`config.mk`:
```
export PLATFORM = sky130hd
export DESIGN_NAME = emt_timer
export DESIGN_NICKNAME = d
export VERILOG_FILES = /design/src/core/emt_pkg.sv /design/src/core/emt_prescaler.sv /design/src/core/emt_timer.sv
export SDC_FILE = /design/constraint.sdc
export NUM_CORES = 1
export LEC_CHECK = 0
export BUFFER_PORTS_ARGS = -buffer_cell sky130_fd_sc_hd__clkbuf_2
export CAP_MARGIN = 10
export CORE_MARGIN = 3
export CORE_UTILIZATION = 37
export DETAILED_ROUTE_END_ITERATION = 7
export MAX_ROUTING_LAYER = met4
export PLACE_DENSITY_LB_ADDON = 0.1
export SKIP_LAST_GASP = 1
export SYNTH_ARGS = -nofsm -noshare
export SYNTH_HDL_FRONTEND = slang
export SYNTH_SLANG_ARGS = --single-unit
```
`constraint.sdc`:
```
create_clock -name pclk -period 4.5 [get_ports pclk]
set_input_delay 0.675 -clock pclk [delete_from_list [all_inputs] [get_ports pclk]]
set_output_delay 0.675 -clock pclk [all_outputs]
set_load 0.02 [all_outputs]
```
`src/core/emt_pkg.sv`:
```
// Package with register map, field positions, reset values and encodings for the modulo timer
package emt_pkg;

  // Data width of every timer register
  localparam int unsigned EMT_DW = 8;

  // Register indices; byte address on the bus is four times the index
  localparam logic [5:0] EMT_IDX_SC = 6'h18;
  localparam logic [5:0] EMT_IDX_CLK = 6'h19;
  localparam logic [5:0] EMT_IDX_CNT = 6'h1A;
  localparam logic [5:0] EMT_IDX_MOD = 6'h1B;

  // Values after reset
  localparam logic [7:0] EMT_SC_RST = 8'h10;
  localparam logic [7:0] EMT_CLK_RST = 8'h00;
  localparam logic [7:0] EMT_CNT_RST = 8'h00;
  localparam logic [7:0] EMT_MOD_RST = 8'h00;

  // Status and control field positions
  localparam int unsigned EMT_SC_OVF_BIT = 7;
  localparam int unsigned EMT_SC_IE_BIT = 6;
  localparam int unsigned EMT_SC_TRST_BIT = 5;
  localparam int unsigned EMT_SC_HALT_BIT = 4;

  // Clock configuration field positions
  localparam int unsigned EMT_CLK_SRC_MSB = 5;
  localparam int unsigned EMT_CLK_SRC_LSB = 4;
  localparam int unsigned EMT_CLK_PS_MSB = 3;
  localparam int unsigned EMT_CLK_PS_LSB = 0;

  // Count at which an unmodified free run wraps
  localparam logic [7:0] EMT_FREE_RUN_TOP = 8'hFF;

  // Prescaler source encodings
  typedef enum logic [1:0] {
    EMT_SRC_BUS = 2'h0,
    EMT_SRC_FIXED = 2'h1,
    EMT_SRC_EXT_RISE = 2'h2,
    EMT_SRC_EXT_FALL = 2'h3
  } emt_src_t;

endpackage

```
`src/core/emt_prescaler.sv`:
```
// Prescaler: source edge selection and power-of-two divider producing count ticks
`timescale 1ns/1ps
module emt_prescaler (
  // Clock and reset
  input wire logic pclk,
  input wire logic presetn,
  // Configuration
  input wire emt_pkg::emt_src_t src_sel,
  input wire logic [3:0] ps_sel,
  // Synchronised source edges
  input wire logic fixed_rise,
  input wire logic ext_rise,
  input wire logic ext_fall,
  // Control
  input wire logic run,
  input wire logic clear,
  // Tick out
  output logic tick_q
);

  logic [7:0] pre_q;
  logic [7:0] mask;
  logic src_edge;
  logic at_top;

  // Divider mask: bit i takes part when the ratio exceeds 2**i; codes above 8 act as 256
  for (genvar i = 0; i < 8; i++) begin : g_mask
    assign mask[i] = (ps_sel > 4'(i));
  end

  // Pick the edge that feeds the divider
  always_comb begin
    unique case (src_sel)
      emt_pkg::EMT_SRC_BUS: src_edge = 1'b1;
      emt_pkg::EMT_SRC_FIXED: src_edge = fixed_rise;
      emt_pkg::EMT_SRC_EXT_RISE: src_edge = ext_rise;
      emt_pkg::EMT_SRC_EXT_FALL: src_edge = ext_fall;
    endcase
  end

  assign at_top = ((pre_q & mask) == mask);

  // Divider counter; frozen while not running so a resumed count keeps its phase
  always_ff @(posedge pclk or negedge presetn) begin
    if (!presetn) begin
      pre_q <= emt_pkg::EMT_CNT_RST;
    end else if (clear) begin
      pre_q <= emt_pkg::EMT_CNT_RST;
    end else if (run && src_edge) begin
      pre_q <= pre_q + 8'h01;
    end
  end

  // One tick per 2**ps_sel selected edges; codes above 8 give one per 256
  always_ff @(posedge pclk or negedge presetn) begin
    if (!presetn) begin
      tick_q <= 1'b0;
    end else begin
      tick_q <= run && !clear && src_edge && at_top;
    end
  end

  a_div_by_one: assert property (@(posedge pclk) disable iff (!presetn)
    (run && !clear && src_edge && ps_sel == 4'h0) |=> tick_q)
    else $error("prescaler with ratio one missed a tick");

endmodule

```
`src/core/emt_timer.sv`:
```
// Eight-bit modulo timer with APB register access, clock source selection and overflow flag
//
// Added by the designer: the APB slave port.
`timescale 1ns/1ps
module emt_timer (
  // Clock and reset
  input wire logic pclk,
  input wire logic presetn,
  // APB slave
  input wire logic [7:0] paddr,
  input wire logic psel,
  input wire logic penable,
  input wire logic pwrite,
  input wire logic [31:0] pwdata,
  output logic [31:0] prdata,
  output logic pready,
  output logic pslverr,
  // Clock sources from outside this domain
  input wire logic fixed_frequency_clock,
  input wire logic external_timer_clock_pin,
  // Chip operating modes, same clock domain
  input wire logic low_power_halt_state,
  input wire logic debug_active,
  // Overflow interrupt request
  output logic overflow_irq
);

  // Register state
  logic overflow_flag_q;
  logic overflow_irq_enable_q;
  logic counter_halt_control_q;
  logic [1:0] clock_source_select_q;
  logic [3:0] prescale_select_q;
  logic [7:0] count_q;
  logic [7:0] wrap_limit_q;
  logic clear_armed_q;
  logic irq_q;

  // Bus state
  logic pready_q;
  logic pslverr_q;
  logic [31:0] prdata_q;

  // Synchronisers and edge history
  logic ext_meta_q;
  logic ext_sync_q;
  logic ext_prev_q;
  logic fix_meta_q;
  logic fix_sync_q;
  logic fix_prev_q;

  // Decoded bus terms
  logic acc_wait;
  logic acc_done;
  logic hit_sc;
  logic hit_clk;
  logic hit_cnt;
  logic hit_mod;
  logic hit_any;
  logic sc_wr;
  logic clk_wr;
  logic mod_wr;
  logic sc_rd;
  logic cnt_rst_wr;
  logic flag_sw_clear;

  // Counting terms
  logic count_en;
  logic tick;
  logic advance;
  logic wrap;
  logic [7:0] wrap_top;
  logic [7:0] rd_value;

  // Two-stage synchronisers; the first stage feeds only the second
  always_ff @(posedge pclk or negedge presetn) begin
    if (!presetn) begin
      ext_meta_q <= 1'b0;
      ext_sync_q <= 1'b0;
      ext_prev_q <= 1'b0;
    end else begin
      ext_meta_q <= external_timer_clock_pin;
      ext_sync_q <= ext_meta_q;
      ext_prev_q <= ext_sync_q;
    end
  end

  // Fixed clock is slow against the bus clock, so it is sampled like a pin
  always_ff @(posedge pclk or negedge presetn) begin
    if (!presetn) begin
      fix_meta_q <= 1'b0;
      fix_sync_q <= 1'b0;
      fix_prev_q <= 1'b0;
    end else begin
      fix_meta_q <= fixed_frequency_clock;
      fix_sync_q <= fix_meta_q;
      fix_prev_q <= fix_sync_q;
    end
  end

  // Address decode: word aligned, index in the upper six bits
  assign hit_sc = (paddr[7:2] == emt_pkg::EMT_IDX_SC) && (paddr[1:0] == 2'h0);
  assign hit_clk = (paddr[7:2] == emt_pkg::EMT_IDX_CLK) && (paddr[1:0] == 2'h0);
  assign hit_cnt = (paddr[7:2] == emt_pkg::EMT_IDX_CNT) && (paddr[1:0] == 2'h0);
  assign hit_mod = (paddr[7:2] == emt_pkg::EMT_IDX_MOD) && (paddr[1:0] == 2'h0);
  assign hit_any = hit_sc || hit_clk || hit_cnt || hit_mod;

  // Access phase takes two cycles: one wait, then pready
  assign acc_wait = psel && penable && !pready_q;
  assign acc_done = psel && penable && pready_q;
  assign sc_wr = acc_done && pwrite && hit_sc;
  assign clk_wr = acc_done && pwrite && hit_clk;
  assign mod_wr = acc_done && pwrite && hit_mod;
  assign sc_rd = acc_done && !pwrite && hit_sc;
  assign cnt_rst_wr = sc_wr && pwdata[emt_pkg::EMT_SC_TRST_BIT];
  assign flag_sw_clear = sc_wr && clear_armed_q && !pwdata[emt_pkg::EMT_SC_OVF_BIT];

  // Read mux; counter reset bit and reserved bits always read zero
  always_comb begin
    rd_value = 8'h00;
    if (hit_sc) begin
      rd_value[emt_pkg::EMT_SC_OVF_BIT] = overflow_flag_q;
      rd_value[emt_pkg::EMT_SC_IE_BIT] = overflow_irq_enable_q;
      rd_value[emt_pkg::EMT_SC_HALT_BIT] = counter_halt_control_q;
    end else if (hit_clk) begin
      rd_value[emt_pkg::EMT_CLK_SRC_MSB:emt_pkg::EMT_CLK_SRC_LSB] = clock_source_select_q;
      rd_value[emt_pkg::EMT_CLK_PS_MSB:emt_pkg::EMT_CLK_PS_LSB] = prescale_select_q;
    end else if (hit_cnt) begin
      rd_value = count_q;
    end else if (hit_mod) begin
      rd_value = wrap_limit_q;
    end
  end

  // Bus answer; read data is captured in the wait cycle so it comes from a flop
  always_ff @(posedge pclk or negedge presetn) begin
    if (!presetn) begin
      pready_q <= 1'b0;
      pslverr_q <= 1'b0;
      prdata_q <= 32'h0000_0000;
    end else if (acc_wait) begin
      pready_q <= 1'b1;
      pslverr_q <= !hit_any;
      prdata_q <= {24'h00_0000, rd_value};
    end else begin
      pready_q <= 1'b0;
      pslverr_q <= 1'b0;
    end
  end

  // Status and control bits; reset leaves the counter halted
  always_ff @(posedge pclk or negedge presetn) begin
    if (!presetn) begin
      overflow_irq_enable_q <= emt_pkg::EMT_SC_RST[emt_pkg::EMT_SC_IE_BIT];
      counter_halt_control_q <= emt_pkg::EMT_SC_RST[emt_pkg::EMT_SC_HALT_BIT];
    end else if (sc_wr) begin
      overflow_irq_enable_q <= pwdata[emt_pkg::EMT_SC_IE_BIT];
      counter_halt_control_q <= pwdata[emt_pkg::EMT_SC_HALT_BIT];
    end
  end

  // Clock configuration
  always_ff @(posedge pclk or negedge presetn) begin
    if (!presetn) begin
      clock_source_select_q <= emt_pkg::EMT_CLK_RST[emt_pkg::EMT_CLK_SRC_MSB:
                                                    emt_pkg::EMT_CLK_SRC_LSB];
      prescale_select_q <= emt_pkg::EMT_CLK_RST[emt_pkg::EMT_CLK_PS_MSB:
                                                emt_pkg::EMT_CLK_PS_LSB];
    end else if (clk_wr) begin
      clock_source_select_q <= pwdata[emt_pkg::EMT_CLK_SRC_MSB:emt_pkg::EMT_CLK_SRC_LSB];
      prescale_select_q <= pwdata[emt_pkg::EMT_CLK_PS_MSB:emt_pkg::EMT_CLK_PS_LSB];
    end
  end

  // Modulo register
  always_ff @(posedge pclk or negedge presetn) begin
    if (!presetn) begin
      wrap_limit_q <= emt_pkg::EMT_MOD_RST;
    end else if (mod_wr) begin
      wrap_limit_q <= pwdata[7:0];
    end
  end

  // Counting gate: halt, stop mode and debug all freeze the count; wait mode does not
  assign count_en = !counter_halt_control_q
                    && !low_power_halt_state && !debug_active;

  emt_prescaler u_prescaler (
    .pclk(pclk),
    .presetn(presetn),
    .src_sel(emt_pkg::emt_src_t'(clock_source_select_q)),
    .ps_sel(prescale_select_q),
    .fixed_rise(fix_sync_q && !fix_prev_q),
    .ext_rise(ext_sync_q && !ext_prev_q),
    .ext_fall(!ext_sync_q && ext_prev_q),
    .run(count_en),
    .clear(cnt_rst_wr || mod_wr),
    .tick_q(tick)
  );

  // Modulo zero means the full eight-bit range
  assign wrap_top = (wrap_limit_q == 8'h00) ? emt_pkg::EMT_FREE_RUN_TOP : wrap_limit_q;
  assign wrap = (count_q == wrap_top);
  // Tick is regated since it is one cycle old; a held count must not move
  assign advance = tick && count_en && !cnt_rst_wr && !mod_wr;

  // Counter; writes of counter reset or modulo restart from zero
  always_ff @(posedge pclk or negedge presetn) begin
    if (!presetn) begin
      count_q <= emt_pkg::EMT_CNT_RST;
    end else if (cnt_rst_wr || mod_wr) begin
      count_q <= emt_pkg::EMT_CNT_RST;
    end else if (advance) begin
      count_q <= wrap ? 8'h00 : count_q + 8'h01;
    end
  end

  // Overflow flag; a wrap in the same cycle as a software clear wins
  always_ff @(posedge pclk or negedge presetn) begin
    if (!presetn) begin
      overflow_flag_q <= emt_pkg::EMT_SC_RST[emt_pkg::EMT_SC_OVF_BIT];
    end else if (advance && wrap) begin
      overflow_flag_q <= 1'b1;
    end else if (cnt_rst_wr || mod_wr || flag_sw_clear) begin
      overflow_flag_q <= 1'b0;
    end
  end

  // Clear arming: only a status read that returned the flag set allows the next write of zero;
  // the flag may rise between capture and completion, and software must not clear it unseen
  always_ff @(posedge pclk or negedge presetn) begin
    if (!presetn) begin
      clear_armed_q <= 1'b0;
    end else if (sc_wr) begin
      clear_armed_q <= 1'b0;
    end else if (sc_rd && prdata_q[emt_pkg::EMT_SC_OVF_BIT]) begin
      clear_armed_q <= 1'b1;
    end else if (!overflow_flag_q) begin
      clear_armed_q <= 1'b0;
    end
  end

  // Level request; in stop mode the flag cannot set, so no wake from stop
  always_ff @(posedge pclk or negedge presetn) begin
    if (!presetn) begin
      irq_q <= 1'b0;
    end else begin
      irq_q <= overflow_flag_q && overflow_irq_enable_q;
    end
  end

  assign prdata = prdata_q;
  assign pready = pready_q;
  assign pslverr = pslverr_q;
  assign overflow_irq = irq_q;

  a_wrap_sets_flag: assert property (@(posedge pclk) disable iff (!presetn)
    (advance && wrap) |=> (overflow_flag_q && count_q == 8'h00))
    else $error("wrap did not set the flag and zero the counter");

  a_free_run_wrap: assert property (@(posedge pclk) disable iff (!presetn)
    (advance && wrap_limit_q == 8'h00 && count_q == 8'hFF) |=> (count_q == 8'h00))
    else $error("free run did not wrap from FF");

  a_halt_holds: assert property (@(posedge pclk) disable iff (!presetn)
    (counter_halt_control_q && !cnt_rst_wr && !mod_wr) |=> $stable(count_q))
    else $error("counter moved while halted");

  a_stop_holds: assert property (@(posedge pclk) disable iff (!presetn)
    (low_power_halt_state && !cnt_rst_wr && !mod_wr)
      |=> ($stable(count_q) && !$rose(overflow_flag_q)))
    else $error("counter moved in stop mode");

  a_debug_holds: assert property (@(posedge pclk) disable iff (!presetn)
    (debug_active && !cnt_rst_wr && !mod_wr) |=> $stable(count_q))
    else $error("counter moved during debug");

  a_cnt_reset: assert property (@(posedge pclk) disable iff (!presetn)
    cnt_rst_wr |=> (count_q == 8'h00 && !overflow_flag_q))
    else $error("counter reset write did not clear counter and flag");

  a_mod_write: assert property (@(posedge pclk) disable iff (!presetn)
    mod_wr |=> (wrap_limit_q == $past(pwdata[7:0]) && count_q == 8'h00 && !overflow_flag_q))
    else $error("modulo write did not load and restart");

  a_irq_follows: assert property (@(posedge pclk) disable iff (!presetn)
    (overflow_flag_q && overflow_irq_enable_q) ##1 (overflow_flag_q && overflow_irq_enable_q)
      |-> overflow_irq)
    else $error("request missing while flag and enable set");

  a_trst_reads_zero: assert property (@(posedge pclk) disable iff (!presetn)
    (pready_q && $past(acc_wait && !pwrite && hit_sc))
      |-> (prdata[emt_pkg::EMT_SC_TRST_BIT] == 1'b0))
    else $error("counter reset bit read back as one");

  a_count_step: assert property (@(posedge pclk) disable iff (!presetn)
    (advance && !wrap) |=> (count_q == $past(count_q) + 8'h01))
    else $error("counter did not step by one on a tick");

endmodule

```
# After elaboration in Yosys (flattened, before gate mapping)
# Cells that the tools add are included.
dict set report totals {
  ff_bits 52
  latchBits 0
  ram_bits 0
  mem_bits_ro 0
  in_bits 49
  out_inout_bits 35
  word_cells 118
  memories 0
}
dict set report op_classes {
  addsub 2
  n_mul 0
  n_div 0
  order_cmp 8
  eq_ne 10
  shift 0
  muxes 22
  n_bitwise 1
  n_reduce_logical 55
}
# op count
set op_table {}
lappend op_table {{$mux 8} 8}
lappend op_table {{$logic_and 1x1->1} 31}
lappend op_table {{$eq 6x5->1 const B} 4}
lappend op_table {{$add 8x1->8 const B} 2}
lappend op_table {{$eq 8x8->1} 2}
lappend op_table {{$gt 4x3->1 const B} 4}
lappend op_table {{$logic_not 1->1} 13}
lappend op_table {{$mux 1} 9}
lappend op_table {{$and 8x8->8} 1}
lappend op_table {{$gt 4x1->1 const B} 2}
lappend op_table {{$gt 4x2->1 const B} 2}
lappend op_table {{$logic_not 8->1} 1}
lappend op_table {{$mux 6} 1}
lappend op_table {{$reduce_bool 2->1} 3}
lappend op_table {{$logic_or 1x1->1} 5}
lappend op_table {{$eq 2x2->1 const B} 2}
lappend op_table {{$logic_not 2->1} 2}
lappend op_table {{$mux 2} 2}
lappend op_table {{$mux 4} 1}
lappend op_table {{$pmux 1 s4} 1}
lappend op_table {{$ne 3x1->1 const B} 1}
lappend op_table {{$eq 2x1->1 const B} 1}

# Depth between registers and ports, before layout
dict set report depth {
  depth_word 10
  ltp_mapped 7
  mapped_depth_nobuf 6
}

# Hierarchy
# From an unflattened synthesis, not the netlist that was laid out.
dict set report unflattened {
  hier_cells 278
  hier_area_um2 2867.8
}
# mod n_inst cells_each area_per_inst_um2 seq_area_each_um2
set modules_own_cells {}
lappend modules_own_cells {emt_timer 1 220 2329.7 1077.3}
lappend modules_own_cells {emt_prescaler 1 58 538.0 225.2}

# Least setup slack after synthesis
# No wires, ideal clock.
dict set report synth_timing {
  path_kind {input port to flip-flop}
  from {input paddr[4]}
  to {register count_q[5]}
  setup_time_ps 126
  arrival_time_ps 1907
  t_required_ps 4374
  setup_slack_ps 2467
  path_stages 6
  path_buffers 0
  path_cell_list {and4bb_2 nand4_2 a21oi_1 or2b_2 nor2_4 a221o_1}
}
dict set report synth_between {
  elab_chain_cells 8
  word_cells_on_any_way 14
  cone_classes {eq/ne (2); mux (1); reduce/logical (11)}
}
# item line
set synth_rtl {}
lappend synth_rtl {{start: declaration} emt_timer.sv:10} ;# input wire logic [7:0] paddr,
lappend synth_rtl {{$eq 6x5->1} emt_timer.sv:102} ;# assign hit_sc = (paddr[7:2] == emt_pkg::EMT_IDX_SC) && (paddr[1:0] == 2'h0);
lappend synth_rtl {{$logic_and 1x1->1} emt_timer.sv:102}
lappend synth_rtl {{$logic_and 1x1->1} emt_timer.sv:111} ;# assign sc_wr = acc_done && pwrite && hit_sc;
lappend synth_rtl {{$logic_and 1x1->1} emt_timer.sv:115} ;# assign cnt_rst_wr = sc_wr && pwdata[emt_pkg::EMT_SC_TRST_BIT];
lappend synth_rtl {{$logic_not 1->1} emt_timer.sv:205} ;# assign advance = tick && count_en && !cnt_rst_wr && !mod_wr;
lappend synth_rtl {{$logic_and 1x1->1 (2 in series)} emt_timer.sv:205}
lappend synth_rtl {{$reduce_bool 2->1 (no line)} -}
lappend synth_rtl {{end signal: assignment} emt_timer.sv:210} ;# count_q <= emt_pkg::EMT_CNT_RST;
lappend synth_rtl {{end signal: assignment} emt_timer.sv:212} ;# count_q <= emt_pkg::EMT_CNT_RST;
lappend synth_rtl {{end signal: assignment} emt_timer.sv:214} ;# count_q <= wrap ? 8'h00 : count_q + 8'h01;
lappend synth_rtl {{end: declaration} emt_timer.sv:34} ;# logic [7:0] count_q;
# Several ways; a longest one is shown, not always the timed one.
# A chain may end at the register's enable or synchronous reset.

# Final worst setup path
dict set report layout_timing {
  from {input paddr[3]}
  to {register count_q[5]}
}
# The elaborated chain is that of the path after synthesis.

==> run metrics <==
outcome=finished, final reports clean; cts repair resizes=0; All-Layer GR Usage=about 14%; maximum VDD drop=~0.19 mV; CTS tree=built; area added between synthesis and finish=9.26%; ant diodes=0; routability cong.=approximately 0.8; max-cap violations=0; sequential share of the synthesized area=~46%; commonest non-fill, non-tap cell in the layout=dfrtp_1; CTS clock-pin slew for the worst setup and hold paths=~0.10 ns; CP Max Fanout=16; uppermost layer routed=met4; CP Class=primary input to flip-flop; Vias=roughly 2000; Tmin final=~2 ns; Synth Register Bits=52; layout cells sized above 1=roughly 27%; fin crit share=approximately 45%; type of the tightest min-delay check=flip-flop to flip-flop; WL met2=approximately 2.5 mm; synthesized instance count=roughly 270; Design Area, Final=about 3000 um^2; Yosys cell types=53; Vias/cell=4.89; maximum clock frequency=around 500 MHz; Post-synth EDFFs=0; DR pass1 iterations=4; Total Wirelength=approximately 5.6 mm; crit path launch type=primary input; commonest cells after routing, fill and taps aside=dfrtp_1 (51), clkbuf_2 (35), nand2_1 (26), conb_1 (24), nor2_1 (21); initial antenna violation count=0; TritonCTS Buffers=5; register area=~1300 um^2; Top-Level Pins=84; Main synth FF type=dfrtp_1; final core occ=42.1%; DRT met1 WL=2.76 mm; sw frac=29.5%; Hold-fix buffers, CTS=0; internal power=0.664 mW; Multi-input gate area=approximately 1300 um^2; Fin. Hold Viols=0; total die area=a little under 9000 um^2; pwr/cell area=306 nW/um^2; Std-Cell Rows=31; Cell Area, Placed=between 2000 and 3000 um^2; Die H=between 90 and 100 um; CTS H-tree depth=2; post-CTS setup buffers=0; initial core utilization=38.5%; Slew @ Worst Pin=between 0.6 and 0.7 ns; clk root buf=clkbuf_8; Rel. slew slack=about 57%; Psw=0.277 mW; Final setup viols=0; DPL Wire Length=4.21 mm; Clk Latency, worst-skew pair=around 0.3 ns; CP Capture Type=flip-flop; Critical Path AT=approximately 2.2 ns; Routed Antenna Nets=0; async set-reset flop share out of synthesis=between 90% and 100%; Sink Count=52; Max Clock Skew=around 0.0046 ns; CTS max path bufs=2; # DRC=0; Final nets=about 350; Die X=between 90 and 100 um; Netlist Area Pre-Place=2810 um^2; logic gate share of total power=between 10 and 15%; power share of the clock group=28.4%; gr ovfl total=0; synth warn=0; first-pass GRT wire length=roughly 9.4 mm; Critical Path RT=4.69 ns; max-slew violation count=0; port bufs=35; wire per inst=~14 um; setup TNS=0 ns; largest net degree at the start of global routing=53; DR WL met3=roughly 240 um; Fill cells=between 700 and 800; DR iter-0 viols=between 90 and 100; Sequential Power Share=between 50% and 60%; Leakage=~1.5 nW; RSZ-0062 raised after global routing=no; Core Region=roughly 7300 um^2; vias in the first global route=~1800; Mapped Avg Cell Area=around 10 um^2
==> cells by family (layout without fill, tap and decap cells) <==
group	after synthesis	after routing	synth area share, %
xor gates and xnor gates	15	15	4.68
DFF	52	52	46.3
AOI/OAI and AO/OA	51	51	12.7
adders and majority gates	2	2	0.890
and+or+nand+nor	86	86	16.9
buffers and inverters	40	52	9.22
other	1	24	0.133
muxes	22	22	9.08
==> routing by layer <==
| layer | track usage [%] | up-vias |
|---|---|---|
| met5 | - | - |
| met4 | 2.93 | 0 |
| met3 | 2.74 | 6 |
| met2 | 21.1 | 52 |
| met1 | 19.9 | 947 |
| li1 | - | 967 |
==> power groups by stage <==
stage / Clock (mW) / Sequential, mW / Combinational [mW]
floorplan: 0 / 0.542 / 0.111
global placement: 0 / 0.554 / 0.130
detailed placement: 0 / 0.553 / 0.132
CTS: 0.282 / 0.545 / 0.132
global route: 0.302 / 0.552 / 0.150
finish: 0.267 / 0.544 / 0.130
==> cell usage after synthesis (3+ instances only) <==
| cell type | n | area [um^2] |
|---|---|---|
| nor3_1 | 3 | 15.0 |
| a22o_1 | 3 | 26.3 |
| clkbuf_1 | 6 | 22.5 |
| xnor2_1 | 3 | 26.3 |
| nor2_1 | 21 | 78.8 |
| dfrtp_1 | 51 | 1280 |
| xor2_1 | 12 | 105 |
| nand2_1 | 26 | 97.6 |
| buf_4 | 24 | 180 |
| or2_2 | 3 | 18.8 |
| a22oi_1 | 7 | 52.6 |
| a221o_1 | 3 | 30.0 |
| a21oi_1 | 8 | 40.0 |
| nor4_2 | 3 | 37.5 |
| and2_1 | 3 | 18.8 |
| mux2i_1 | 3 | 30.0 |
| o21ai_0 | 20 | 100 |
| nand4_1 | 3 | 18.8 |
| inv_1 | 7 | 26.3 |
| nand3_1 | 5 | 25.0 |
| mux2_2 | 18 | 203 |
==> worst paths after layout <==
check	slack [ns]	start	cells past startpoint	to
setup / recovery	2.50	paddr[3]	8	count_q[5]$_DFFE_PN0P_
hold / removal	0.36	ext_meta_q$_DFF_PN0_	0	ext_sync_q$_DFF_PN0_
setup reg to reg	2.53	wrap_limit_q[3]$_DFFE_PN0P_	6	count_q[5]$_DFFE_PN0P_
hold reg to reg	0.36	ext_meta_q$_DFF_PN0_	0	ext_sync_q$_DFF_PN0_
max in group asynchronous	3.60	presetn	2	wrap_limit_q[0]$_DFFE_PN0P_
min in group asynchronous	0.47	presetn	2	pready$_DFF_PN0_
==> worst max-delay path, stage by stage <==
cell,delay [ns]
clkbuf_2,0.24
nor2_1,0.26
nand2_1,0.08
a21oi_1,0.15
buf_4,0.21
or2b_2,0.20
nor2_4,0.07
a221o_1,0.29
==> layout make-up <==
type | count | area share, %
flip-flops and latches | 52 | 42.4
inverters | 7 | 0.856
well taps | 99 | 4.03
clock buffers | 5 | 2.24
clock inverters | 3 | 0.774
multi-input cells | 200 | 43.5
repair buffers | 37 | 6.19
==> flip-flops by register name, indices dropped and copies added (netlist names), 2 cells and up <==
register and flops:
u_prescaler.pre_q 8, clock_source_select_q 2, count_q 8, prescale_select_q 4, prdata 8, wrap_limit_q 8
==> metrics by stage <==
stage	power, mW	instances	hold WS [ns]	setup WS [ns]
2_1_floorplan	0.653	292	0.331	2.47
3_3_place_gp	0.684	395	0.338	2.17
3_5_place_dp	0.685	395	0.338	2.16
4_1_cts	0.959	403	0.366	2.50
5_1_grt	1.00	403	0.380	2.32
6_report	0.941	403	0.363	2.50
(Power assumes the default switching activity.)
